<file path="src/include/cycle_timing_defs.svh">
// constants for the instruction cycle timing sequencer
// ==========================================================
`ifndef CYCLE_TIMING_DEFS_SVH
`define CYCLE_TIMING_DEFS_SVH

// ==========================================================
// instruction lengths in bytes
`define LEN_1          2'h1
`define LEN_2          2'h2
`define LEN_3          2'h3

// ==========================================================
// clock counts that differ from the byte count
`define CYC_SAME       4'h0
`define CYC_ONE        4'h1
`define CYC_INDIRECT   4'h2
`define CYC_XDATA      4'h3
`define CYC_CODE_RD    4'h3
`define CYC_AJMP       4'h3
`define CYC_LJMP       4'h4
`define CYC_CJNE_MEM   4'h4
`define CYC_MUL        4'h4
`define CYC_RET        4'h5
`define CYC_DIV        4'h8
`define CYC_TAKEN_ADD  4'h1

`endif

</file>
<file path="src/include/cycle_timing_pkg.sv">
// types for the instruction cycle timing sequencer
`default_nettype none

package cycle_timing_pkg;

  typedef enum logic [2:0] {
    ST_IDLE  = 3'b001,
    ST_EXEC  = 3'b010,
    ST_TAKEN = 3'b100
  } seq_state_t;

  typedef logic [3:0] cyc_count_t;
  typedef logic [1:0] byte_len_t;

endpackage

`default_nettype wire

</file>
<file path="src/core/opcode_timing_decode.sv">
// opcode to length, not-taken clock count and branch class
`include "cycle_timing_defs.svh"
`default_nettype none

module opcode_timing_decode (
  // opcode in
  input  wire logic [7:0]                  opByte,
  // timing out
  output cycle_timing_pkg::byte_len_t      decLen,
  output cycle_timing_pkg::cyc_count_t     decCycles,
  output logic                             decBranch
);

  cycle_timing_pkg::cyc_count_t ovr;
  logic [3:0]                   hi;

  assign hi = opByte[7:4];

  // ========================================================
  // opcode map, column by low nibble
  always_comb
  begin
    decLen    = `LEN_1;
    ovr       = `CYC_SAME;
    decBranch = 1'b0;
    case (opByte[3:0])
      4'h0:
      begin
        case (hi)
          4'h0: ;
          4'h1, 4'h2, 4'h3:
          begin
            decLen    = `LEN_3;
            decBranch = 1'b1;
          end
          4'h4, 4'h5, 4'h6, 4'h7:
          begin
            decLen    = `LEN_2;
            decBranch = 1'b1;
          end
          4'h8:
          begin
            decLen = `LEN_2;
            ovr    = `CYC_AJMP;
          end
          4'h9: decLen = `LEN_3;
          4'hA, 4'hB, 4'hC, 4'hD: decLen = `LEN_2;
          default: ovr = `CYC_XDATA;
        endcase
      end
      4'h1:
      begin
        decLen = `LEN_2;
        ovr    = `CYC_AJMP;
      end
      4'h2:
      begin
        case (hi)
          4'h0, 4'h1:
          begin
            decLen = `LEN_3;
            ovr    = `CYC_LJMP;
          end
          4'h2, 4'h3: ovr = `CYC_RET;
          4'hE, 4'hF: ovr = `CYC_XDATA;
          default: decLen = `LEN_2;
        endcase
      end
      4'h3:
      begin
        case (hi)
          4'h4, 4'h5, 4'h6: decLen = `LEN_3;
          4'h7, 4'h8, 4'h9: ovr = `CYC_CODE_RD;
          4'hE, 4'hF: ovr = `CYC_XDATA;
          default: ovr = `CYC_ONE;
        endcase
      end
      4'h4:
      begin
        case (hi)
          4'h0, 4'h1, 4'hC, 4'hD, 4'hE, 4'hF: ovr = `CYC_ONE;
          4'h8: ovr = `CYC_DIV;
          4'hA: ovr = `CYC_MUL;
          4'hB:
          begin
            decLen    = `LEN_3;
            decBranch = 1'b1;
          end
          default: decLen = `LEN_2;
        endcase
      end
      4'h5:
      begin
        case (hi)
          4'h7, 4'h8: decLen = `LEN_3;
          4'hA: ; // spare opcode acts as a one-clock no-op
          4'hB:
          begin
            decLen    = `LEN_3;
            ovr       = `CYC_CJNE_MEM;
            decBranch = 1'b1;
          end
          4'hD:
          begin
            decLen    = `LEN_3;
            decBranch = 1'b1;
          end
          default: decLen = `LEN_2;
        endcase
      end
      default:
      begin
        if (opByte[3])
        begin
          case (hi)
            4'h7, 4'h8, 4'hA: decLen = `LEN_2;
            4'hD:
            begin
              decLen    = `LEN_2;
              decBranch = 1'b1;
            end
            4'hB:
            begin
              decLen    = `LEN_3;
              decBranch = 1'b1;
            end
            default: ovr = `CYC_ONE;
          endcase
        end
        else
        begin
          case (hi)
            4'h7, 4'h8, 4'hA: decLen = `LEN_2;
            4'hB:
            begin
              decLen    = `LEN_3;
              ovr       = `CYC_CJNE_MEM;
              decBranch = 1'b1;
            end
            default: ovr = `CYC_INDIRECT;
          endcase
        end
      end
    endcase
    // without an override the clock count equals the byte count
    decCycles = (ovr == `CYC_SAME) ? {2'h0, decLen} : ovr;
  end

endmodule // opcode_timing_decode

`default_nettype wire

</file>
<file path="src/core/cpu_instruction_cycle_timing.sv">
// instruction cycle timing sequencer of the pipelined core
`include "cycle_timing_defs.svh"
`default_nettype none

module cpu_instruction_cycle_timing (
  // clock and reset
  input  wire logic                        sys_clk,
  input  wire logic                        rstn,
  // opcode issue
  input  wire logic                        opValid,
  input  wire logic [7:0]                  opByte,
  output logic                             opReady,
  // branch condition from the execute path
  input  wire logic                        branchTaken,
  // completion report
  output logic                             instrDone,
  output cycle_timing_pkg::byte_len_t      instrLen,
  output cycle_timing_pkg::cyc_count_t     instrCycles,
  output logic                             branchTook,
  // code byte consumption
  output logic                             codeStep
);

  // ========================================================
  // decode
  cycle_timing_pkg::byte_len_t  decLen;
  cycle_timing_pkg::cyc_count_t decCycles;
  logic                         decBranch;
  logic                         accept;

  opcode_timing_decode u_decode (
    .opByte    (opByte),
    .decLen    (decLen),
    .decCycles (decCycles),
    .decBranch (decBranch)
  );

  // ready is a flop, so acceptance needs no decode in the handshake path
  assign accept = opValid & opReady;

  // ========================================================
  // sequencer state
  cycle_timing_pkg::seq_state_t state_r;
  cycle_timing_pkg::seq_state_t state_nxt;
  cycle_timing_pkg::cyc_count_t remain_r;
  cycle_timing_pkg::cyc_count_t remain_nxt;
  cycle_timing_pkg::cyc_count_t used_r;
  cycle_timing_pkg::cyc_count_t used_nxt;
  cycle_timing_pkg::byte_len_t  bytesLeft_r;
  cycle_timing_pkg::byte_len_t  bytesLeft_nxt;
  cycle_timing_pkg::byte_len_t  len_r;
  cycle_timing_pkg::byte_len_t  len_nxt;
  logic                         isBr_r;
  logic                         isBr_nxt;

  // ========================================================
  // output registers
  logic                         opReady_r;
  logic                         opReady_nxt;
  logic                         instrDone_r;
  logic                         instrDone_nxt;
  cycle_timing_pkg::byte_len_t  instrLen_r;
  cycle_timing_pkg::byte_len_t  instrLen_nxt;
  cycle_timing_pkg::cyc_count_t instrCycles_r;
  cycle_timing_pkg::cyc_count_t instrCycles_nxt;
  logic                         branchTook_r;
  logic                         branchTook_nxt;
  logic                         codeStep_r;
  logic                         codeStep_nxt;

  // ========================================================
  // next state
  always_comb
  begin
    state_nxt       = state_r;
    remain_nxt      = remain_r;
    used_nxt        = used_r;
    bytesLeft_nxt   = bytesLeft_r;
    len_nxt         = len_r;
    isBr_nxt        = isBr_r;
    instrDone_nxt   = 1'b0;
    instrLen_nxt    = instrLen_r;
    instrCycles_nxt = instrCycles_r;
    branchTook_nxt  = branchTook_r;
    codeStep_nxt    = 1'b0;
    case (state_r)
      cycle_timing_pkg::ST_IDLE:
      begin
        if (accept)
        begin
          // the issue clock is the first clock of the instruction
          codeStep_nxt  = 1'b1;
          len_nxt       = decLen;
          isBr_nxt      = decBranch;
          used_nxt      = `CYC_ONE;
          bytesLeft_nxt = decLen - `LEN_1;
          if (decCycles == `CYC_ONE)
          begin
            instrDone_nxt   = 1'b1;
            instrLen_nxt    = decLen;
            instrCycles_nxt = `CYC_ONE;
            branchTook_nxt  = 1'b0;
          end
          else
          begin
            remain_nxt = decCycles - `CYC_ONE;
            state_nxt  = cycle_timing_pkg::ST_EXEC;
          end
        end
      end
      cycle_timing_pkg::ST_EXEC:
      begin
        // one operand byte per clock while any remain
        used_nxt = used_r + `CYC_ONE;
        if (bytesLeft_r != 2'h0)
        begin
          codeStep_nxt  = 1'b1;
          bytesLeft_nxt = bytesLeft_r - `LEN_1;
        end
        if (remain_r == `CYC_ONE)
        begin
          if (isBr_r && branchTaken)
          begin
            state_nxt = cycle_timing_pkg::ST_TAKEN;
          end
          else
          begin
            state_nxt       = cycle_timing_pkg::ST_IDLE;
            instrDone_nxt   = 1'b1;
            instrLen_nxt    = len_r;
            instrCycles_nxt = used_r + `CYC_ONE;
            branchTook_nxt  = 1'b0;
          end
        end
        else
        begin
          remain_nxt = remain_r - `CYC_ONE;
        end
      end
      cycle_timing_pkg::ST_TAKEN:
      begin
        // taken branch pays one clock to redirect the fetch
        state_nxt       = cycle_timing_pkg::ST_IDLE;
        instrDone_nxt   = 1'b1;
        instrLen_nxt    = len_r;
        instrCycles_nxt = used_r + `CYC_TAKEN_ADD;
        branchTook_nxt  = 1'b1;
      end
      default:
      begin
        state_nxt = cycle_timing_pkg::ST_IDLE;
      end
    endcase
    opReady_nxt = (state_nxt == cycle_timing_pkg::ST_IDLE);
  end

  // ========================================================
  // registers
  always_ff @(posedge sys_clk or negedge rstn)
  begin
    if (!rstn)
    begin
      state_r       <= cycle_timing_pkg::ST_IDLE;
      remain_r      <= 4'h0;
      used_r        <= 4'h0;
      bytesLeft_r   <= 2'h0;
      len_r         <= 2'h0;
      isBr_r        <= 1'b0;
      opReady_r     <= 1'b1;
      instrDone_r   <= 1'b0;
      instrLen_r    <= 2'h0;
      instrCycles_r <= 4'h0;
      branchTook_r  <= 1'b0;
      codeStep_r    <= 1'b0;
    end
    else
    begin
      state_r       <= state_nxt;
      remain_r      <= remain_nxt;
      used_r        <= used_nxt;
      bytesLeft_r   <= bytesLeft_nxt;
      len_r         <= len_nxt;
      isBr_r        <= isBr_nxt;
      opReady_r     <= opReady_nxt;
      instrDone_r   <= instrDone_nxt;
      instrLen_r    <= instrLen_nxt;
      instrCycles_r <= instrCycles_nxt;
      branchTook_r  <= branchTook_nxt;
      codeStep_r    <= codeStep_nxt;
    end
  end

  assign opReady     = opReady_r;
  assign instrDone   = instrDone_r;
  assign instrLen    = instrLen_r;
  assign instrCycles = instrCycles_r;
  assign branchTook  = branchTook_r;
  assign codeStep    = codeStep_r;

endmodule // cpu_instruction_cycle_timing

`default_nettype wire

</file>
<file path="config.mk">
export PLATFORM = sky130hd
export DESIGN_NAME = cpu_instruction_cycle_timing
export DESIGN_NICKNAME = d
export VERILOG_FILES = /design/src/include/cycle_timing_pkg.sv /design/src/core/opcode_timing_decode.sv /design/src/core/cpu_instruction_cycle_timing.sv
export VERILOG_INCLUDE_DIRS = /design/src /design/src/include
export SDC_FILE = /design/constraint.sdc
export NUM_CORES = 1
export LEC_CHECK = 0
export BUFFER_PORTS_ARGS = -buffer_cell sky130_fd_sc_hd__buf_2
export CAP_MARGIN = 20
export CORE_MARGIN = 5
export CORE_UTILIZATION = 38
export CTS_CLUSTER_DIAMETER = 40
export CTS_CLUSTER_SIZE = 10
export DETAILED_ROUTE_END_ITERATION = 6
export HOLD_SLACK_MARGIN = 0.12
export MAX_ROUTING_LAYER = met4
export SLEW_MARGIN = 20
export SYNTH_ARGS = -nofsm -noshare
export SYNTH_HDL_FRONTEND = slang
export SYNTH_SLANG_ARGS = --single-unit
</file>
<file path="constraint.sdc">
create_clock -name sys_clk -period 2.27 [get_ports sys_clk]
set_input_delay 0.227 -clock sys_clk [delete_from_list [all_inputs] [get_ports sys_clk]]
set_output_delay 0.227 -clock sys_clk [all_outputs]
set_load 0.01 [all_outputs]
</file>
==> results_dict.tcl <==
set metrics [dict create \
    outcome "finished with violations" \
    violations "setup timing" \
    core_sq_um 5040 \
    r2r_end "instrLen[1]$_DFFE_PN0P_" \
    synth_most_common_cell "dfrtp_1" \
    grt_pass1_vias 1823 \
    cts_tree "yes" \
    nFillCells 420 \
    synth_area_sq_um 1960 \
    die_h_microns 81.8 \
    worst_ep_required_time_ns 2.44 \
    r2r_start "remain_r[1]$_DFFE_PN0P_" \
    synth_seq_area_share_pct 33.4 \
    drv_slew 0 \
    yosysUniqueCellTypes 63 \
    antenna_found_initial 0 \
    reg2regPathDepth 7 \
    finalSetupViolations 1 \
    postRouteAntennaNets 0 \
    drtIter0Drc 82 \
    crit_type "in -> reg" \
    arrival_ns 2.45 \
    clock.fmax_ghz 0.440 \
    slew_headroom_pct 62.2 \
    diodes 0 \
    syn_area_per_cell_sq_um 8.40 \
    portBuffers 21 \
    grt_pass1_wl_microns 8510 \
    hold_viol 0 \
    rsz0062_at_grt "yes" \
    clock_path_buffers 2 \
    drive_above_1_share_pct 45.3 \
    synth-edff-count 0 \
    critPathTopFamily "compound AO/OA/AOI/OAI gates" \
    slowest_stage "o41ai_4" \
    ys_ff_latch 26 \
    h-tree-depth 1 \
    worstPathMaxFanout 5 \
    rrSetupSlack_ns 0.06 \
    vias_per_cell 5.44 \
    start_util_pct 38.8 \
    critical_path.startpoint "opByte[5]" \
    synth_nets 250 \
    worst_setup_path_start_kind "primary input" \
    final_core_util_pct 59.6 \
    die_x_microns 81.8 \
    worstMarginPinSlew_ns 0.567 \
    gp_congestion 0.876 \
    grtUsageTotal_pct 16.4 \
    dpl.hpwl_microns 3910 \
    cp_cell_sequence "buf_4 > buf_4 > o21ai_2 > buf_4 > a21oi_1 > o311a_1 > o41ai_4 > o22ai_4 > ha_4 > a32o_2 > mux2_4" \
    syn_inst 233 \
    skew_ns 0.00282 \
    drc_errors 0 \
    drv_cap 0 \
    clockRootBuffer "clkbuf_8" \
    ir_drop_mv 0.301 \
    cts_sinks 26 \
    ys_top_cells_by_area "dfrtp_1 (31%), o21ai_0 (4.9%), nor2_1 (3.5%)" \
    dr.pass1.iters 6 \
    dieArea_sq_um 6690 \
    hold_start "branchTaken" \
    synthToLayoutAreaGrowth_pct 53.4 \
    yosys_warnings 0 \
    cp_slowest_stage_delay_ns 0.47 \
    insertion_delay_ns 0.28 \
    fin_nets 329 \
    wl_per_cell_microns 15.1 \
    globalRouteOverflowTotal 0 \
    netlist_top_cells_count "dfrtp_1 (24), o21ai_0 (19), nor2_1 (18)" \
    min_period_ns 2.27 \
    wl_microns 5760 \
    multiInputGateArea_sq_um 1390 \
    crit_end "instrLen[1]$_DFFE_PN0P_" \
    hp-class "in -> reg" \
    via_count 2074 \
    grt_max_degree 27 \
    numCtsBuffers 3 \
    clk_pin_slew_ns 0.09 \
    yosys.area.top_type_share_pct 30.7 \
    pre_cts_slack_ns -0.464 \
    cp.depth 11 \
    end_kind "flop" \
    ys.flop_type "dfrtp_1" \
    power_density_nw_per_um2 693 \
    synth-async-reset-ratio_pct 100 \
    row_count 26 \
    ioPinCount 22 \
    crit_buf_inv 3 \
    power_leakage_nw 1.34 \
    period_share_pct 100 \
    layout_setup_ws_ns -0.00446 \
    regArea_sq_um 653 \
    yosys.area.top_type "dfrtp_1" \
    cp_common_cell "buf_4" \
]
==> where the power goes <==
part | internal, mW | leakage (nW) | total, mW | switching [mW]
sequential | 0.612 | 0.326 | 0.725 | 0.113
combinational | 0.486 | 0.981 | 0.966 | 0.480
clock | 0.236 | 0.0357 | 0.391 | 0.155
==> layout by cell type (no fill, tap or decap), types with 7 or more instances in the layout <==
| cell type | netlist | layout |
|---|---|---|
| a21oi_1 | 13 | 10 |
| a21o_1 | 7 | 7 |
| buf_6 | 3 | 14 |
| nand3_1 | 9 | 7 |
| nand2b_1 | 10 | 10 |
| nor2_1 | 18 | 16 |
| nand2_1 | 17 | 17 |
| buf_2 | 5 | 15 |
| inv_1 | 11 | 9 |
| nor3_1 | 7 | 7 |
| o21ai_0 | 19 | 15 |
| dfrtp_1 | 24 | 24 |
| buf_4 | 2 | 55 |
==> what timing repair did <==
item,CTS,global route
pin swaps,8,19
hold endpoints to repair,24,0
gates cloned,0,1
hold buffers,1,0
buffers inserted,1,10
endpoints found under the setup margin,11,11
gates resized for setup,19,56
==> worst register-to-register path, stage by stage (launching register included) <==
cell      delay (ns)
dfrtp_1         0.42
inv_1           0.10
ha_1            0.15
or3b_2          0.49
nand2b_1        0.19
o21ai_0         0.17
a32o_2          0.26
mux2_4          0.32
==> logic make-up after synthesis <==
logic type | share of synthesized area, %
AOI/OAI and AO/OA | 26.7
xor gates and xnor gates | 1.34
adders and majority gates | 3.19
buffers and inverters | 7.22
DFF | 33.4
muxes | 1.73
and+or+nand+nor | 26.5
==> area by class of cell <==
type / instances / area share [%]
Multi-Input combinational cell: 179 / 46.2
Timing Repair Buffer: 90 / 25.2
Sequential cell: 26 / 21.7
Tap cell: 70 / 2.92
Inverter: 12 / 1.58
Clock buffer: 3 / 1.37
Clock inverter: 1 / 1.00
==> worst min-delay path by stage <==
stage	cells past startpoint	slack (ns)	to
finish	3	0.23	state_r[2]$_DFF_PN0_
global route	3	0.25	state_r[2]$_DFF_PN0_
CTS	3	0.23	state_r[2]$_DFF_PN0_
detailed placement	1	0.25	remain_r[2]$_DFFE_PN0P_
global placement	1	0.25	remain_r[2]$_DFFE_PN0P_
floorplan	0	-0.07	branchTook$_DFFE_PN0P_
==> per-stage QoR <==
step | hold WS [ns] | instance area, sq um | std cells | power (mW) | setup TNS [ns]
global placement | 0.249 | 2530 | 364 | 1.55 | -5.44
floorplan | -0.0686 | 2010 | 233 | 1.24 | -1.14
detailed placement | 0.254 | 2530 | 364 | 1.56 | -5.35
finish | 0.235 | 3000 | 381 | 2.08 | -0.00446
global route | 0.250 | 3000 | 381 | 2.23 | -0.470
CTS | 0.234 | 2690 | 370 | 1.97 | 0
==> per-layer routing <==
layer  global-route usage (%)  routed length [microns]
met1                     21.9                     2550
met5                        -                        0
met4                     4.65                      111
met2                     26.8                     2850
met3                     1.32                      242
==> registers in the layout (all words and copies together) (netlist names) <==
| register | flops |
|---|---|
| used_r | 4 |
| bytesLeft_r | 2 |
| branchTook | 1 |
| codeStep | 1 |
| state_r | 3 |
| len_r | 2 |
| opReady | 1 |
| instrDone | 1 |
| instrCycles | 4 |
| remain_r | 4 |
| instrLen | 2 |
| isBr_r | 1 |
Power figures use the tool's default switching activity.
